--- config.mk ---
export PLATFORM = sky130hd
export DESIGN_NAME = ccr_regs
export DESIGN_NICKNAME = d
export VERILOG_FILES = /design/src/hdl/ccr_pkg.sv /design/src/hdl/ccr_cfg_if.sv /design/src/hdl/ccr_sclk_gen.sv /design/src/hdl/ccr_regs.sv
export SDC_FILE = /design/constraint.sdc
export NUM_CORES = 1
export LEC_CHECK = 0
export BUFFER_PORTS_ARGS = -buffer_cell sky130_fd_sc_hd__buf_2
export CAP_MARGIN = 15
export CORE_ASPECT_RATIO = 1.5
export CORE_MARGIN = 5
export CORE_UTILIZATION = 50
export CTS_BUF_LIST = sky130_fd_sc_hd__clkbuf_8
export CTS_CLUSTER_SIZE = 28
export DETAILED_ROUTE_END_ITERATION = 10
export PLACE_DENSITY = 0.74
export SKIP_LAST_GASP = 1
export SLEW_MARGIN = 20
export SYNTH_ARGS = -nofsm -noshare
export SYNTH_HDL_FRONTEND = slang
export SYNTH_SLANG_ARGS = --single-unit
--- constraint.sdc ---
create_clock -name clk_i -period 2.5 [get_ports clk_i]
set_input_delay 0.625 -clock clk_i [delete_from_list [all_inputs] [get_ports clk_i]]
set_output_delay 0.625 -clock clk_i [all_outputs]
set_load 0.02 [all_outputs]
--- src/hdl/ccr_pkg.sv ---
/*
  Package for the codec control register bank (registers one and two).
  Holds the frame word layout, register codes, bit positions and reset values.
  Assumes nothing of its surroundings.
*/
package ccr_pkg;

  // ----------------------------------------
  // Control frame word layout
  // ----------------------------------------
  localparam int CCR_WORD_W   = 16;          // Control word width
  localparam int CCR_ADDR_HI  = 15;          // Register address top bit
  localparam int CCR_ADDR_LO  = 13;          // Register address low bit
  localparam int CCR_RW_BIT   = 12;          // Read flag, 0 means write
  localparam int CCR_DATA_W   = 8;           // Register content width

  // Register address codes
  localparam logic [2:0] CCR_ADDR_ONE = 3'h1; // First control register
  localparam logic [2:0] CCR_ADDR_TWO = 3'h2; // Second control register

  // ----------------------------------------
  // Register one fields
  // ----------------------------------------
  localparam int CCR_B_ADC_OVR   = 7;        // ADC overflow flag, read only
  localparam int CCR_B_CONT      = 6;        // Continuous transfer select
  localparam int CCR_B_RECURSIVE = 5;        // Recursive filter select
  localparam int CCR_B_DAC_OVR   = 4;        // DAC overflow flag, read only
  localparam int CCR_B_BIAS      = 3;        // Bias level select
  localparam int CCR_B_ALOOP     = 2;        // Analog loopback enable
  localparam int CCR_B_DLOOP     = 1;        // Digital loopback enable
  localparam int CCR_B_FULL_DAC  = 0;        // Full width DAC word
  localparam logic [7:0] CCR_ONE_RESET = 8'h00; // Register one reset value
  localparam logic [7:0] CCR_ONE_WMASK = 8'h6f; // Writable bits of register one

  // ----------------------------------------
  // Register two fields
  // ----------------------------------------
  localparam int CCR_B_TURBO   = 7;          // Bit clock turbo select
  localparam int CCR_B_BYPASS  = 6;          // Rate filter bypass
  localparam int CCR_B_SADR_HI = 5;          // Serial address upper bits top
  localparam int CCR_B_SADR_LO = 3;          // Serial address upper bits bottom
  localparam int CCR_B_SPARE   = 2;          // Spare output bit
  localparam int CCR_B_PINCFG_HI = 1;        // Host pin config top
  localparam int CCR_B_PINCFG_LO = 0;        // Host pin config bottom
  localparam logic [7:0] CCR_TWO_RESET    = 8'h20; // Address bits reset to 100
  localparam logic [1:0] CCR_PINCFG_SPARE = 2'h2;  // Data pin follows spare output

  // ----------------------------------------
  // Bit clock and address
  // ----------------------------------------
  localparam int CCR_BITS_PER_SLOT = 16;     // Bit clocks per slot
  localparam logic [3:0] CCR_DEV_CODE = 4'h5; // Fixed device code, arbitrary value
  localparam int CCR_CNT_W = 12;             // Bit clock divider counter width

endpackage : ccr_pkg

--- src/hdl/ccr_cfg_if.sv ---
/*
  Interface carrying the committed configuration from the register bank
  to the bit clock generator. Assumes one clock domain.
*/
`timescale 1ns/1ps
`default_nettype none
interface ccr_cfg_if;
  logic       turbo;        // Turbo bit clock select
  logic       cont_mode;    // Continuous transfer active
  logic [3:0] n_devices;    // Number of cascaded devices
  logic [7:0] div_p;        // Master clock divider value
  logic       sclk;         // Generated bit clock level
  logic       sclk_rise;    // One cycle rising edge pulse

  modport bank (output turbo, cont_mode, n_devices, div_p, input sclk, sclk_rise);
  modport gen  (input turbo, cont_mode, n_devices, div_p, output sclk, sclk_rise);
endinterface : ccr_cfg_if
`default_nettype wire

--- src/hdl/ccr_sclk_gen.sv ---
/*
  Bit clock generator for the codec control bank.
  Normal mode: period derived from frame rate, device count and mode factor.
  Turbo mode: master clock divided by P. Assumes clk_i is the master clock.
*/
`timescale 1ns/1ps
`default_nettype none
module ccr_sclk_gen
  import ccr_pkg::*;
#(
  parameter int FRAME_DIV = 1024            // Master clocks per frame period
) (
  input  wire logic clk_i,                  // Master clock
  input  wire logic reset_n_i,              // Asynchronous reset, active low
  ccr_cfg_if.gen    cfg                     // Configuration and bit clock
);

  // ----------------------------------------
  // State
  // ----------------------------------------
  typedef struct packed {
    logic [CCR_CNT_W-1:0] cnt;              // Half period counter
    logic                 sclk;             // Clock level
    logic                 rise;             // Rising edge pulse
  } ccr_gen_t;

  ccr_gen_t st_r;                           // Registered state
  ccr_gen_t st_nxt;                         // Next state
  logic [CCR_CNT_W-1:0] half_w;             // Half period in master clocks
  logic [CCR_CNT_W-1:0] bits_w;             // Bit clocks per frame

  // Half period selection
  always_comb begin
    // normal rate formula
    bits_w = CCR_CNT_W'(CCR_BITS_PER_SLOT) * CCR_CNT_W'(cfg.n_devices)
             * (cfg.cont_mode ? CCR_CNT_W'(1) : CCR_CNT_W'(2));
    if (cfg.turbo) begin
      // turbo divides by P
      half_w = CCR_CNT_W'(cfg.div_p) >> 1;
    end else if (bits_w != '0) begin
      half_w = CCR_CNT_W'(FRAME_DIV) / (bits_w << 1);
    end else begin
      half_w = CCR_CNT_W'(1);
    end
    if (half_w == '0) begin
      half_w = CCR_CNT_W'(1);
    end
  end

  // Counter toggles the clock each half period
  always_comb begin
    st_nxt      = st_r;
    st_nxt.rise = 1'b0;
    if (st_r.cnt + CCR_CNT_W'(1) >= half_w) begin
      st_nxt.cnt  = '0;
      st_nxt.sclk = ~st_r.sclk;
      st_nxt.rise = ~st_r.sclk;
    end else begin
      st_nxt.cnt = st_r.cnt + CCR_CNT_W'(1);
    end
  end

  // State register
  always_ff @(posedge clk_i or negedge reset_n_i) begin
    if (!reset_n_i) begin
      st_r <= '0;
    end else begin
      st_r <= st_nxt;
    end
  end

  assign cfg.sclk      = st_r.sclk;
  assign cfg.sclk_rise = st_r.rise;

  // a_rise_pulse: rise pulse matches clock going high
  a_rise_pulse: assert property (@(posedge clk_i) disable iff (!reset_n_i)
    cfg.sclk_rise |-> cfg.sclk && !$past(cfg.sclk))
    else $error("Rise pulse without clock edge");

endmodule : ccr_sclk_gen
`default_nettype wire

--- src/hdl/ccr_regs.sv ---
/*
  Codec control register bank: control registers one and two.
  Control frame words arrive on a parallel word strobe already deserialised;
  reads answer on rd_data_o in the same frame. Assumes overflow events,
  frame sync and the DAC continuous-mode word are synchronous to clk_i.
*/
// What this block does
// Bit 7 reg one reports ADC overflow
// Bit 6 reg one selects continuous transfer
// Bit 5 reg one selects recursive filter
// Bit 4 reg one reports DAC overflow
// Bit 3 reg one drives bias select
// Bit 2 reg one enables analog loopback
// Bit 1 reg one enables digital loopback
// Bit 0 selects DAC word length
// DAC word LSB set returns to programming; code does this only while reg one bit 0 is clear
// Turbo low: bit clock from frame rate
// Turbo high: bit clock is master/P
// Bit 6 reg two bypasses rate filters
// Bits 5-3 form serial address, reset 100
// Spare output drives data pin when 10
// Bits 1-0 select host pin config
// Word: address top, read flag, low data
// Writes take effect one frame later
// Codes 001 and 010 select registers
// Other codes normal; flag writes ignored
`timescale 1ns/1ps
`default_nettype none
module ccr_regs
  import ccr_pkg::*;
#(
  parameter int         FRAME_DIV = 1024,   // Master clocks per frame
  parameter logic [3:0] N_DEVICES = 4'h1,   // Cascaded devices
  parameter logic [7:0] DIV_P     = 8'h08   // Master clock divider P
) (
  input  wire logic                  clk_i,            // Master clock
  input  wire logic                  reset_n_i,        // Async reset, active low
  input  wire logic                  word_valid_i,     // Control word strobe
  input  wire logic [CCR_WORD_W-1:0] word_i,           // Control frame word
  input  wire logic                  frame_sync_i,     // Frame sync pulse
  input  wire logic                  dac_word_valid_i, // DAC data word strobe
  input  wire logic [CCR_WORD_W-1:0] dac_word_i,       // DAC data word
  input  wire logic                  adc_ovf_i,        // ADC overflow event
  input  wire logic                  dac_ovf_i,        // DAC overflow event
  input  wire logic                  sda_ctl_o_i,      // Two-wire data out, normal
  input  wire logic                  sda_ctl_oe_n_i,   // Two-wire data enable, normal
  output logic [CCR_DATA_W-1:0]      rd_data_o,        // Read answer byte
  output logic                       rd_valid_o,       // Read answer strobe
  output logic                       continuous_transfer_select_o, // Continuous mode
  output logic                       recursive_filter_select_o,    // Filter type
  output logic                       bias_level_select_o,          // Bias select
  output logic                       analog_loop_enable_o,         // Analog loop
  output logic                       digital_loop_enable_o,        // Digital loop
  output logic                       full_width_dac_word_o,        // DAC word width
  output logic                       rate_filter_bypass_o,         // Filter bypass
  output logic [6:0]                 serial_address_o,             // Two-wire address
  output logic [1:0]                 host_pin_config_o,            // Host pin config
  output logic                       sclk_o,                       // Bit clock
  output logic                       sda_o,                        // Data pin value
  output logic                       sda_oe_n_o                    // Data pin enable, low
);

  // ----------------------------------------
  // State
  // ----------------------------------------
  typedef struct packed {
    logic [7:0] pend_one;                   // Written, not yet active, reg one
    logic [7:0] pend_two;                   // Written, not yet active, reg two
    logic [7:0] act_one;                    // Active reg one (writable part)
    logic [7:0] act_two;                    // Active reg two
    logic       adc_ovf;                    // ADC overflow flag
    logic       dac_ovf;                    // DAC overflow flag
    logic [7:0] rd_data;                    // Read answer
    logic       rd_valid;                   // Read answer strobe
    logic       sda;                        // Data pin value
    logic       sda_oe_n;                   // Data pin enable
    logic       sclk;                       // Bit clock copy
  } ccr_regs_t;

  ccr_regs_t st_r;                          // Registered state
  ccr_regs_t st_nxt;                        // Next state
  logic [2:0] addr_w;                       // Decoded address
  logic       is_read_w;                    // Read flag
  logic [7:0] data_w;                       // Word content
  logic [7:0] view_one_w;                   // Register one as read back

  ccr_cfg_if cfg ();                        // Link to bit clock generator

  // ----------------------------------------
  // Bit clock generator
  // ----------------------------------------
  ccr_sclk_gen #(
    .FRAME_DIV (FRAME_DIV)
  ) u_sclk (
    .clk_i     (clk_i),
    .reset_n_i (reset_n_i),
    .cfg       (cfg)
  );

  assign cfg.turbo     = st_r.act_two[CCR_B_TURBO];
  assign cfg.cont_mode = st_r.act_one[CCR_B_CONT];
  assign cfg.n_devices = N_DEVICES;
  assign cfg.div_p     = DIV_P;

  // ----------------------------------------
  // Word decode
  // ----------------------------------------
  // field split of control word
  assign addr_w    = word_i[CCR_ADDR_HI:CCR_ADDR_LO];
  assign is_read_w = word_i[CCR_RW_BIT];
  assign data_w    = word_i[CCR_DATA_W-1:0];

  // Read view merges the two flags into register one
  always_comb begin
    view_one_w = st_r.act_one & CCR_ONE_WMASK;
    // ADC flag readback
    view_one_w[CCR_B_ADC_OVR] = st_r.adc_ovf;
    // DAC flag readback
    view_one_w[CCR_B_DAC_OVR] = st_r.dac_ovf;
  end

  // ----------------------------------------
  // Next state
  // ----------------------------------------
  always_comb begin
    st_nxt          = st_r;
    st_nxt.rd_valid = 1'b0;
    st_nxt.sclk     = cfg.sclk;

    // Overflow flags follow their event levels
    st_nxt.adc_ovf = adc_ovf_i;
    st_nxt.dac_ovf = dac_ovf_i;

    // commit pending values at frame sync
    if (frame_sync_i) begin
      st_nxt.act_one = st_r.pend_one;
      st_nxt.act_two = st_r.pend_two;
    end

    // Control words only accepted in programming mode
    if (word_valid_i && !st_r.act_one[CCR_B_CONT]) begin
      if (is_read_w) begin
        st_nxt.rd_valid = 1'b1;
        // R18 register code decode for read
        case (addr_w)
          CCR_ADDR_ONE: st_nxt.rd_data = view_one_w;
          CCR_ADDR_TWO: st_nxt.rd_data = st_r.act_two;
          default:      st_nxt.rd_data = 8'h00;
        endcase
      end else begin
        // R18 register code decode for write
        case (addr_w)
          CCR_ADDR_ONE: begin
            // flag bits not writable
            st_nxt.pend_one = data_w & CCR_ONE_WMASK;
          end
          CCR_ADDR_TWO: begin
            st_nxt.pend_two = data_w;
          end
          default: begin
            st_nxt.pend_one = st_nxt.pend_one;
          end
        endcase
      end
    end

    // flagged DAC word leaves continuous mode
    if (dac_word_valid_i && st_r.act_one[CCR_B_CONT]
        && !st_r.act_one[CCR_B_FULL_DAC] && dac_word_i[0]) begin
      st_nxt.act_one[CCR_B_CONT]  = 1'b0;
      st_nxt.pend_one[CCR_B_CONT] = 1'b0;
    end

    // spare output drives data pin
    if (st_r.act_two[CCR_B_PINCFG_HI:CCR_B_PINCFG_LO] == CCR_PINCFG_SPARE) begin
      st_nxt.sda      = st_r.act_two[CCR_B_SPARE];
      st_nxt.sda_oe_n = 1'b0;
    end else begin
      // normal two-wire control
      st_nxt.sda      = sda_ctl_o_i;
      st_nxt.sda_oe_n = sda_ctl_oe_n_i;
    end
  end

  // ----------------------------------------
  // State register
  // ----------------------------------------
  always_ff @(posedge clk_i or negedge reset_n_i) begin
    if (!reset_n_i) begin
      st_r          <= '0;
      st_r.pend_one <= CCR_ONE_RESET;
      st_r.act_one  <= CCR_ONE_RESET;
      st_r.pend_two <= CCR_TWO_RESET;
      st_r.act_two  <= CCR_TWO_RESET;
      st_r.sda_oe_n <= 1'b1;
    end else begin
      st_r <= st_nxt;
    end
  end

  // ----------------------------------------
  // Outputs, all from flip-flops except the fixed device code bits of serial_address_o
  // ----------------------------------------
  assign rd_data_o                    = st_r.rd_data;
  assign rd_valid_o                   = st_r.rd_valid;
  // continuous transfer select
  assign continuous_transfer_select_o = st_r.act_one[CCR_B_CONT];
  // filter type select
  assign recursive_filter_select_o    = st_r.act_one[CCR_B_RECURSIVE];
  // bias select output
  assign bias_level_select_o          = st_r.act_one[CCR_B_BIAS];
  // analog loopback output
  assign analog_loop_enable_o         = st_r.act_one[CCR_B_ALOOP];
  // digital loopback output
  assign digital_loop_enable_o        = st_r.act_one[CCR_B_DLOOP];
  // DAC word width output
  assign full_width_dac_word_o        = st_r.act_one[CCR_B_FULL_DAC];
  // filter bypass output
  assign rate_filter_bypass_o         = st_r.act_two[CCR_B_BYPASS];
  // address from upper bits and device code
  assign serial_address_o             = {st_r.act_two[CCR_B_SADR_HI:CCR_B_SADR_LO], CCR_DEV_CODE};
  // host pin config output
  assign host_pin_config_o            = st_r.act_two[CCR_B_PINCFG_HI:CCR_B_PINCFG_LO];
  assign sclk_o                       = st_r.sclk;
  assign sda_o                        = st_r.sda;
  assign sda_oe_n_o                   = st_r.sda_oe_n;

  // ----------------------------------------
  // Assertions
  // ----------------------------------------
  a_adc_flag_track: assert property (@(posedge clk_i) disable iff (!reset_n_i)
    rd_valid_o && $past(word_i[15:13]) == CCR_ADDR_ONE |-> rd_data_o[7] == $past(st_r.adc_ovf))
    else $error("ADC flag readback wrong");
  a_dac_flag_track: assert property (@(posedge clk_i) disable iff (!reset_n_i)
    rd_valid_o && $past(word_i[15:13]) == CCR_ADDR_ONE |-> rd_data_o[4] == $past(st_r.dac_ovf))
    else $error("DAC flag readback wrong");
  a_write_delayed: assert property (@(posedge clk_i) disable iff (!reset_n_i)
    !frame_sync_i && !(dac_word_valid_i && continuous_transfer_select_o)
      |=> $stable(continuous_transfer_select_o))
    else $error("Config changed without frame sync");
  a_commit_two: assert property (@(posedge clk_i) disable iff (!reset_n_i)
    frame_sync_i |=> st_r.act_two == $past(st_r.pend_two))
    else $error("Register two not committed at frame sync");
  a_flag_write_masked: assert property (@(posedge clk_i) disable iff (!reset_n_i)
    word_valid_i && !is_read_w && addr_w == CCR_ADDR_ONE && !continuous_transfer_select_o
      |=> st_r.pend_one[7] == 1'b0 && st_r.pend_one[4] == 1'b0)
    else $error("Flag bits were written");
  a_exit_cont: assert property (@(posedge clk_i) disable iff (!reset_n_i)
    dac_word_valid_i && continuous_transfer_select_o && !full_width_dac_word_o && dac_word_i[0]
      |=> !continuous_transfer_select_o)
    else $error("Flagged DAC word did not leave continuous mode");
  a_spare_pin: assert property (@(posedge clk_i) disable iff (!reset_n_i)
    host_pin_config_o == CCR_PINCFG_SPARE ##1 host_pin_config_o == CCR_PINCFG_SPARE
      |-> !sda_oe_n_o && sda_o == $past(st_r.act_two[CCR_B_SPARE]))
    else $error("Data pin not following spare output");
  a_addr_form: assert property (@(posedge clk_i) disable iff (!reset_n_i)
    serial_address_o[3:0] == CCR_DEV_CODE)
    else $error("Device code missing from address");
  a_read_answer: assert property (@(posedge clk_i) disable iff (!reset_n_i)
    word_valid_i && is_read_w && !continuous_transfer_select_o |=> rd_valid_o)
    else $error("Read not answered");

  c_read_one:   cover property (@(posedge clk_i) rd_valid_o && rd_data_o[7]);
  c_enter_cont: cover property (@(posedge clk_i) $rose(continuous_transfer_select_o));
  c_exit_cont:  cover property (@(posedge clk_i) $fell(continuous_transfer_select_o));
  c_spare_mode: cover property (@(posedge clk_i) host_pin_config_o == CCR_PINCFG_SPARE);

endmodule : ccr_regs
`default_nettype wire

==> results of run 1 <==
-- layer usage --
metal | part of all wire | global-route usage | wire (µm)
met5 | 0 | 0 | 0
met4 | 0.028 | 0.0795 | 123
met3 | 0.044 | 0.0257 | 195
met2 | 0.54 | 0.271 | 2400
met1 | 0.39 | 0.173 | 1710
-- cell families (layout without fill, tap and decap cells) --
group / count (synthesis) / after routing / synth area share
AOI/OAI and AO/OA: 21 / 21 / 0.0536
xor gates and xnor gates: 6 / 6 / 0.0245
adders and majority gates: 5 / 5 / 0.0255
buffers and inverters: 25 / 66 / 0.0674
DFF: 55 / 55 / 0.563
muxes: 29 / 29 / 0.132
other: 2 / 11 / 0.00307
and+or+nand+nor: 53 / 53 / 0.131
-- report_power, final --
part           switching, W  total (W)  internal (W)
logic              0.000356   0.000646      0.000290
clock network      0.000276   0.000502      0.000226
registers          0.000142    0.00127       0.00113
-- timing repair --
action                     CTS  global route
buffers inserted             0             0
gates resized for setup      0             3
setup endpoints to repair    0             6
-- metrics by stage --
stage / total power (W) / hold slack, ns / cell area, µm²
finish: 0.00242 / 0.383 / 2830
global route: 0.00258 / 0.399 / 2830
floorplan: 0.00177 / 0.329 / 2480
detailed placement: 0.00195 / 0.432 / 2720
global placement: 0.00192 / 0.424 / 2720
CTS: 0.00246 / 0.408 / 2820
-- worst max-delay path by stage --
stage | start | end | slack [ns] | cells after the start
floorplan | u_sclk.st_r[2]$_DFF_PN0_ | u_sclk.cfg.sclk$_DFFE_PN0P_ | 0.26 | 9
global placement | u_sclk.st_r[3]$_DFF_PN0_ | u_sclk.st_r[7]$_DFF_PN0_ | 0.15 | 9
detailed placement | u_sclk.st_r[3]$_DFF_PN0_ | u_sclk.st_r[5]$_DFF_PN0_ | 0.09 | 9
CTS | u_sclk.st_r[3]$_DFF_PN0_ | u_sclk.st_r[5]$_DFF_PN0_ | 0.06 | 9
global route | u_sclk.st_r[3]$_DFF_PN0_ | u_sclk.st_r[5]$_DFF_PN0_ | 0.004 | 9
finish | u_sclk.st_r[3]$_DFF_PN0_ | u_sclk.st_r[5]$_DFF_PN0_ | 0.14 | 9
-- critical path: stages, from the launching register on --
cell     delay, ns
dfrtp_1       0.39
ha_2          0.22
nand3_1       0.12
xnor2_2       0.16
ha_1          0.28
o21ai_0       0.18
a31oi_1       0.08
or4_4         0.59
buf_4         0.18
nor2_1        0.11
-- state kept, by name, summed over array words and instances, names as in the netlist, 2 cells and up --
name / count
st_r: 17
rd_data_o: 8
serial_address_o: 3
host_pin_config_o: 2
u_sclk.st_r: 12
-- area by class of cell --
type / instances / area [µm²] / share of cell area
multi-input cells: 125 / 952 / 0.336
clock inverters: 2 / 16.3 / 0.00574
clock buffers: 6 / 82.6 / 0.0291
flip-flops and latches: 55 / 1380 / 0.487
inverters: 4 / 15.0 / 0.00530
repair buffers: 54 / 305 / 0.108
well taps: 66 / 82.6 / 0.0291
-- cell usage after synthesis --
cell / n
buf_6: 1
inv_1: 4
xor2_1: 4
or4_1: 1
nand4_1: 2
o31ai_1: 1
mux2i_1: 3
ha_1: 5
nand3b_1: 1
buf_4: 17
nand2_1: 15
or2_2: 1
nor2_1: 9
dfrtp_1: 52
and4b_1: 1
nand2b_1: 3
nor3b_1: 2
a22oi_1: 7
clkbuf_1: 3
nor2b_2: 3
a31oi_1: 1
xor2_2: 1
and2_1: 1
mux2_2: 26
nand3_4: 1
nor4_1: 1
nor3b_2: 2
nand3_1: 3
nor3_4: 1
nor3_1: 5
o21a_1: 2
xnor2_1: 1
o21ai_0: 10
dfstp_2: 3
conb_1: 2
nor4b_2: 1
==> run summary, run 1 <==
status -> completed
final WL -> 4430 µm
FF-to-FF End -> u_sclk.st_r[5]$_DFF_PN0_
CTS tree -> built
Die X-Extent -> 67.2 µm
Slew HR -> 0.492
CP required -> 2.73 ns
Cell Rows -> 31
I/O Pins -> 69
Clock Path Buffers -> 2
GPL Wtd Cong -> 0.743
Post-Syn Area per Cell -> 12.5 µm²
clk root buf -> clkbuf_8
largest net degree at the start of global routing -> 35
synthesized instance count -> 196
commonest non-fill, non-tap cell in the layout -> dfrtp_1
Die Y -> 95.7 µm
worst-path maximum fanout -> 6
CTS Buf Count -> 5
library cells used by synthesis -> 36
Pre-Repair DR Iteration Count -> 4
setup tns final -> 0 ns
Fill cells -> 462
Worst R2R Start -> u_sclk.st_r[3]$_DFF_PN0_
period utilisation layout -> 0.946
Antenna diodes -> 0
Worst-Skew Late Latency -> 0.30 ns
Leak -> 1.36 nW
Max Slew Vio Count -> 0
first-pass GRT wire length -> 7420 µm
synth-to-layout area growth -> 15.7%
final hold vios -> 0
unrepaired setup endpoints after global routing -> no
PwrDens -> 853 mW/mm²
Routed Antenna Nets -> 0
clock slew at reported path FFs -> 0.09 ns
worst vdd ir -> 627 µV
Post-Route Utilization -> 0.589
DP Worst Slack -> 0.0936 ns
Final #Nets -> 291
synth top area cells -> dfrtp_1, mux2_2, buf_4
DR vias/cell -> 4.92
crit path time final -> 2.36 ns
synth warn -> 0
TritonCTS Sinks -> 55
Post-DP HPWL -> 3480 µm
Total GRT Usage -> 0.153
Setup WS post-layout -> 0.135 ns
DR WL/cell -> 14.2 µm
worst-margin pin slew -> 0.762 ns
setup slack, reg-to-reg -> 0.14 ns
IO Port Bufs -> 45
register area share after synthesis -> 0.563
vias in the first global route -> 1625
H-tree levels -> 2
die area -> 0.00643 mm²
Final Non-Filler Cells -> 312
most frequent cells in the layout -> dfrtp_1, buf_2, mux2_2
Critical Path AT -> 2.60 ns
total number of vias -> 1534
gr ovfl total -> 0
Final Skew -> 0.00475 ns
Initial Util -> 0.509
flops & latches, synth -> 55
DRT iter0 DRCs -> 39
core box area -> 0.00481 mm²
Synth top area share -> 0.531
DRC -> 0
Hold Buf Count CTS -> 0
most area-hungry cell type in the Yosys netlist -> dfrtp_1
Max Cap Viol -> 0
Cell Area, Synth -> 0.00245 mm²
DP Cell Count -> 304
worst reg2reg path depth -> 9
layout cell share with drive strength beyond 1 -> 0.423
Crit Path Category -> flip-flop to flip-flop
crit start category -> flip-flop
Achievable Freq -> 423 MHz
Setup crit end kind -> flip-flop
HP Class -> input pin to async pin
antenna violations before repair -> 0
Final setup viols -> 0
Note: power is estimated with default switching activity, not from simulation.
==> run 2, diff against run 1 <==
RECOVER_POWER = 50   (was default)
SETUP_SLACK_MARGIN = 0.2   (was default)
==> run 2 against run 1 <==
Net effect: sequential share of layout area down 0.97 points; die area unchanged; combinational power up 2%; wire length up 1.4%; non-clock buffer count up 2; via count up 1.6%; worst hold slack worse by 0.017 ns.
==> run summary, run 2 (synthesis gave the netlist of run 1 again) <==
worst reg2reg path depth -> 8
max reg flops -> 17
largest net degree at the start of global routing -> 35
Crit Path Category -> flip-flop to flip-flop
Final setup viols -> 0
I/O Pins -> 69
Hold Worst Slack -> 0.365 ns
Max Slew Vio Count -> 0
GPL Wtd Cong -> 0.743
TritonCTS Sinks -> 55
Pre-Repair DR Iteration Count -> 3
Total GRT Usage -> 0.154
commonest non-fill, non-tap cell in the layout -> dfrtp_1
worst-margin pin slew -> 1.10 ns
crit path time final -> 2.23 ns
Clk network pwr share -> 0.208
Max Cap Viol -> 0
Reg with most FFs -> st_r
Comb power frac -> 0.271
Slew HR -> 0.267
Final #Nets -> 293
Sw Share -> 0.322
period utilisation layout -> 0.893
Leak -> 1.38 nW
Internal -> 0.00165 W
worst vdd ir -> 627 µV
Routed Antenna Nets -> 0
Antenna diodes -> 0
Initial Util -> 0.509
worst-path maximum fanout -> 6
CTS tree -> built
setup tns final -> 0 ns
Hold Buf Count CTS -> 0
Final Skew -> 0.00423 ns
layout cell share with drive strength beyond 1 -> 0.456
Cell Rows -> 31
total number of vias -> 1558
clock slew at reported path FFs -> 0.09 ns
Worst R2R Start -> u_sclk.st_r[3]$_DFF_PN0_
crit start category -> flip-flop
DR WL/cell -> 14.3 µm
gr ovfl total -> 0
setup slack, reg-to-reg -> 0.27 ns
Achievable Freq -> 448 MHz
DRC -> 0
status -> completed
final WL -> 4490 µm
FF-to-FF End -> u_sclk.st_r[6]$_DFF_PN0_
CTS Buf Count -> 5
HP Class -> input pin to async pin
unrepaired setup endpoints after global routing -> no
die area -> 0.00643 mm²
Critical Path AT -> 2.48 ns
CP required -> 2.75 ns
H-tree levels -> 2
first-pass GRT wire length -> 7450 µm
PwrDens -> 841 mW/mm²
Clock Path Buffers -> 2
most frequent cells in the layout -> dfrtp_1, buf_2, mux2_2
Setup crit end kind -> flip-flop
synth-to-layout area growth -> 18.1%
clk root buf -> clkbuf_8
DR vias/cell -> 4.96
DRT iter0 DRCs -> 31
Post-DP HPWL -> 3480 µm
Switch Pwr -> 0.000784 W
final hold vios -> 0
Worst-Skew Late Latency -> 0.30 ns
vias in the first global route -> 1631
IO Port Bufs -> 45
antenna violations before repair -> 0
core box area -> 0.00481 mm²
Die Y -> 95.7 µm
sequential power share -> 0.522
Die X-Extent -> 67.2 µm
## run 2: cell types whose count changed in the layout (fill, tap and decap cells not counted), moves of 2 or more
| cell | previous run | this run |
|---|---|---|
| nor2_1 | 9 | 7 |
| buf_6 | 0 | 3 |
| nor2_2 | 0 | 2 |
| clkbuf_1 | 0 | 2 |
## run 2: metrics by stage
step	area (µm²)	utilization	worst slack [ns]	total power [W]	std cells
after CTS	2830	0.589	0.214	0.00246	313
final	2890	0.602	0.268	0.00244	314
after detailed placement	2720	0.566	0.0936	0.00195	304
after global routing	2890	0.602	0.178	0.00259	314
after global placement	2720	0.566	0.153	0.00192	304
after floorplan	2480	-	0.259	0.00177	205
## run 2: worst max path at each step
| stage | startpoint | to | slack, ns | depth (start not counted) |
|---|---|---|---|---|
| final | u_sclk.st_r[3]$_DFF_PN0_ | u_sclk.st_r[6]$_DFF_PN0_ | 0.27 | 8 |
| after CTS | u_sclk.st_r[2]$_DFF_PN0_ | u_sclk.st_r[5]$_DFF_PN0_ | 0.21 | 9 |
| after detailed placement | u_sclk.st_r[3]$_DFF_PN0_ | u_sclk.st_r[5]$_DFF_PN0_ | 0.09 | 9 |
| after global routing | u_sclk.st_r[3]$_DFF_PN0_ | u_sclk.st_r[5]$_DFF_PN0_ | 0.18 | 8 |
| after floorplan | u_sclk.st_r[2]$_DFF_PN0_ | u_sclk.cfg.sclk$_DFFE_PN0P_ | 0.26 | 9 |
| after global placement | u_sclk.st_r[3]$_DFF_PN0_ | u_sclk.st_r[7]$_DFF_PN0_ | 0.15 | 9 |
## run 2: timing repair
item                       4_1_cts  5_1_grt
setup endpoints to repair        7        7
hold endpoints to repair         0        0
resized for setup                3       16
setup buffers                    1        1
pin swaps                        2        7
## run 2: layer usage
layer | track usage | wire length, µm | vias up
li1 | - | - | 745
met3 | 0.0257 | 197 | 8
met1 | 0.172 | 1730 | 771
met2 | 0.274 | 2440 | 34
met4 | 0.0795 | 124 | 0
met5 | 0 | 0 | -
## run 2: worst max-delay path, stage by stage (launching register included)
cell and delay (ns):
dfrtp_1 0.43, ha_4 0.19, xor2_1 0.21, ha_1 0.27, o31ai_1 0.08, a31oi_2 0.14, or4_4 0.59, buf_6 0.16
nor2b_2 0.10
## run 2: final cells by class
| cell class | count | area (µm²) |
|---|---|---|
| multi-input cells | 125 | 1000 |
| repair buffers | 56 | 314 |
| clock buffers | 6 | 82.6 |
| inverters | 4 | 15.0 |
| clock inverters | 2 | 16.3 |
| fillers | 457 | 1920 |
| flip-flops and latches | 55 | 1380 |
| well taps | 66 | 82.6 |
## run 2: power by group through the flow
stage                     clock [W]  combinational (W)  sequential [W]
final                      0.000506           0.000659         0.00127
after global routing       0.000565           0.000725         0.00130
after CTS                  0.000525           0.000662         0.00127
after detailed placement          0           0.000659         0.00129
after global placement            0           0.000639         0.00128
after floorplan                   0           0.000430         0.00134
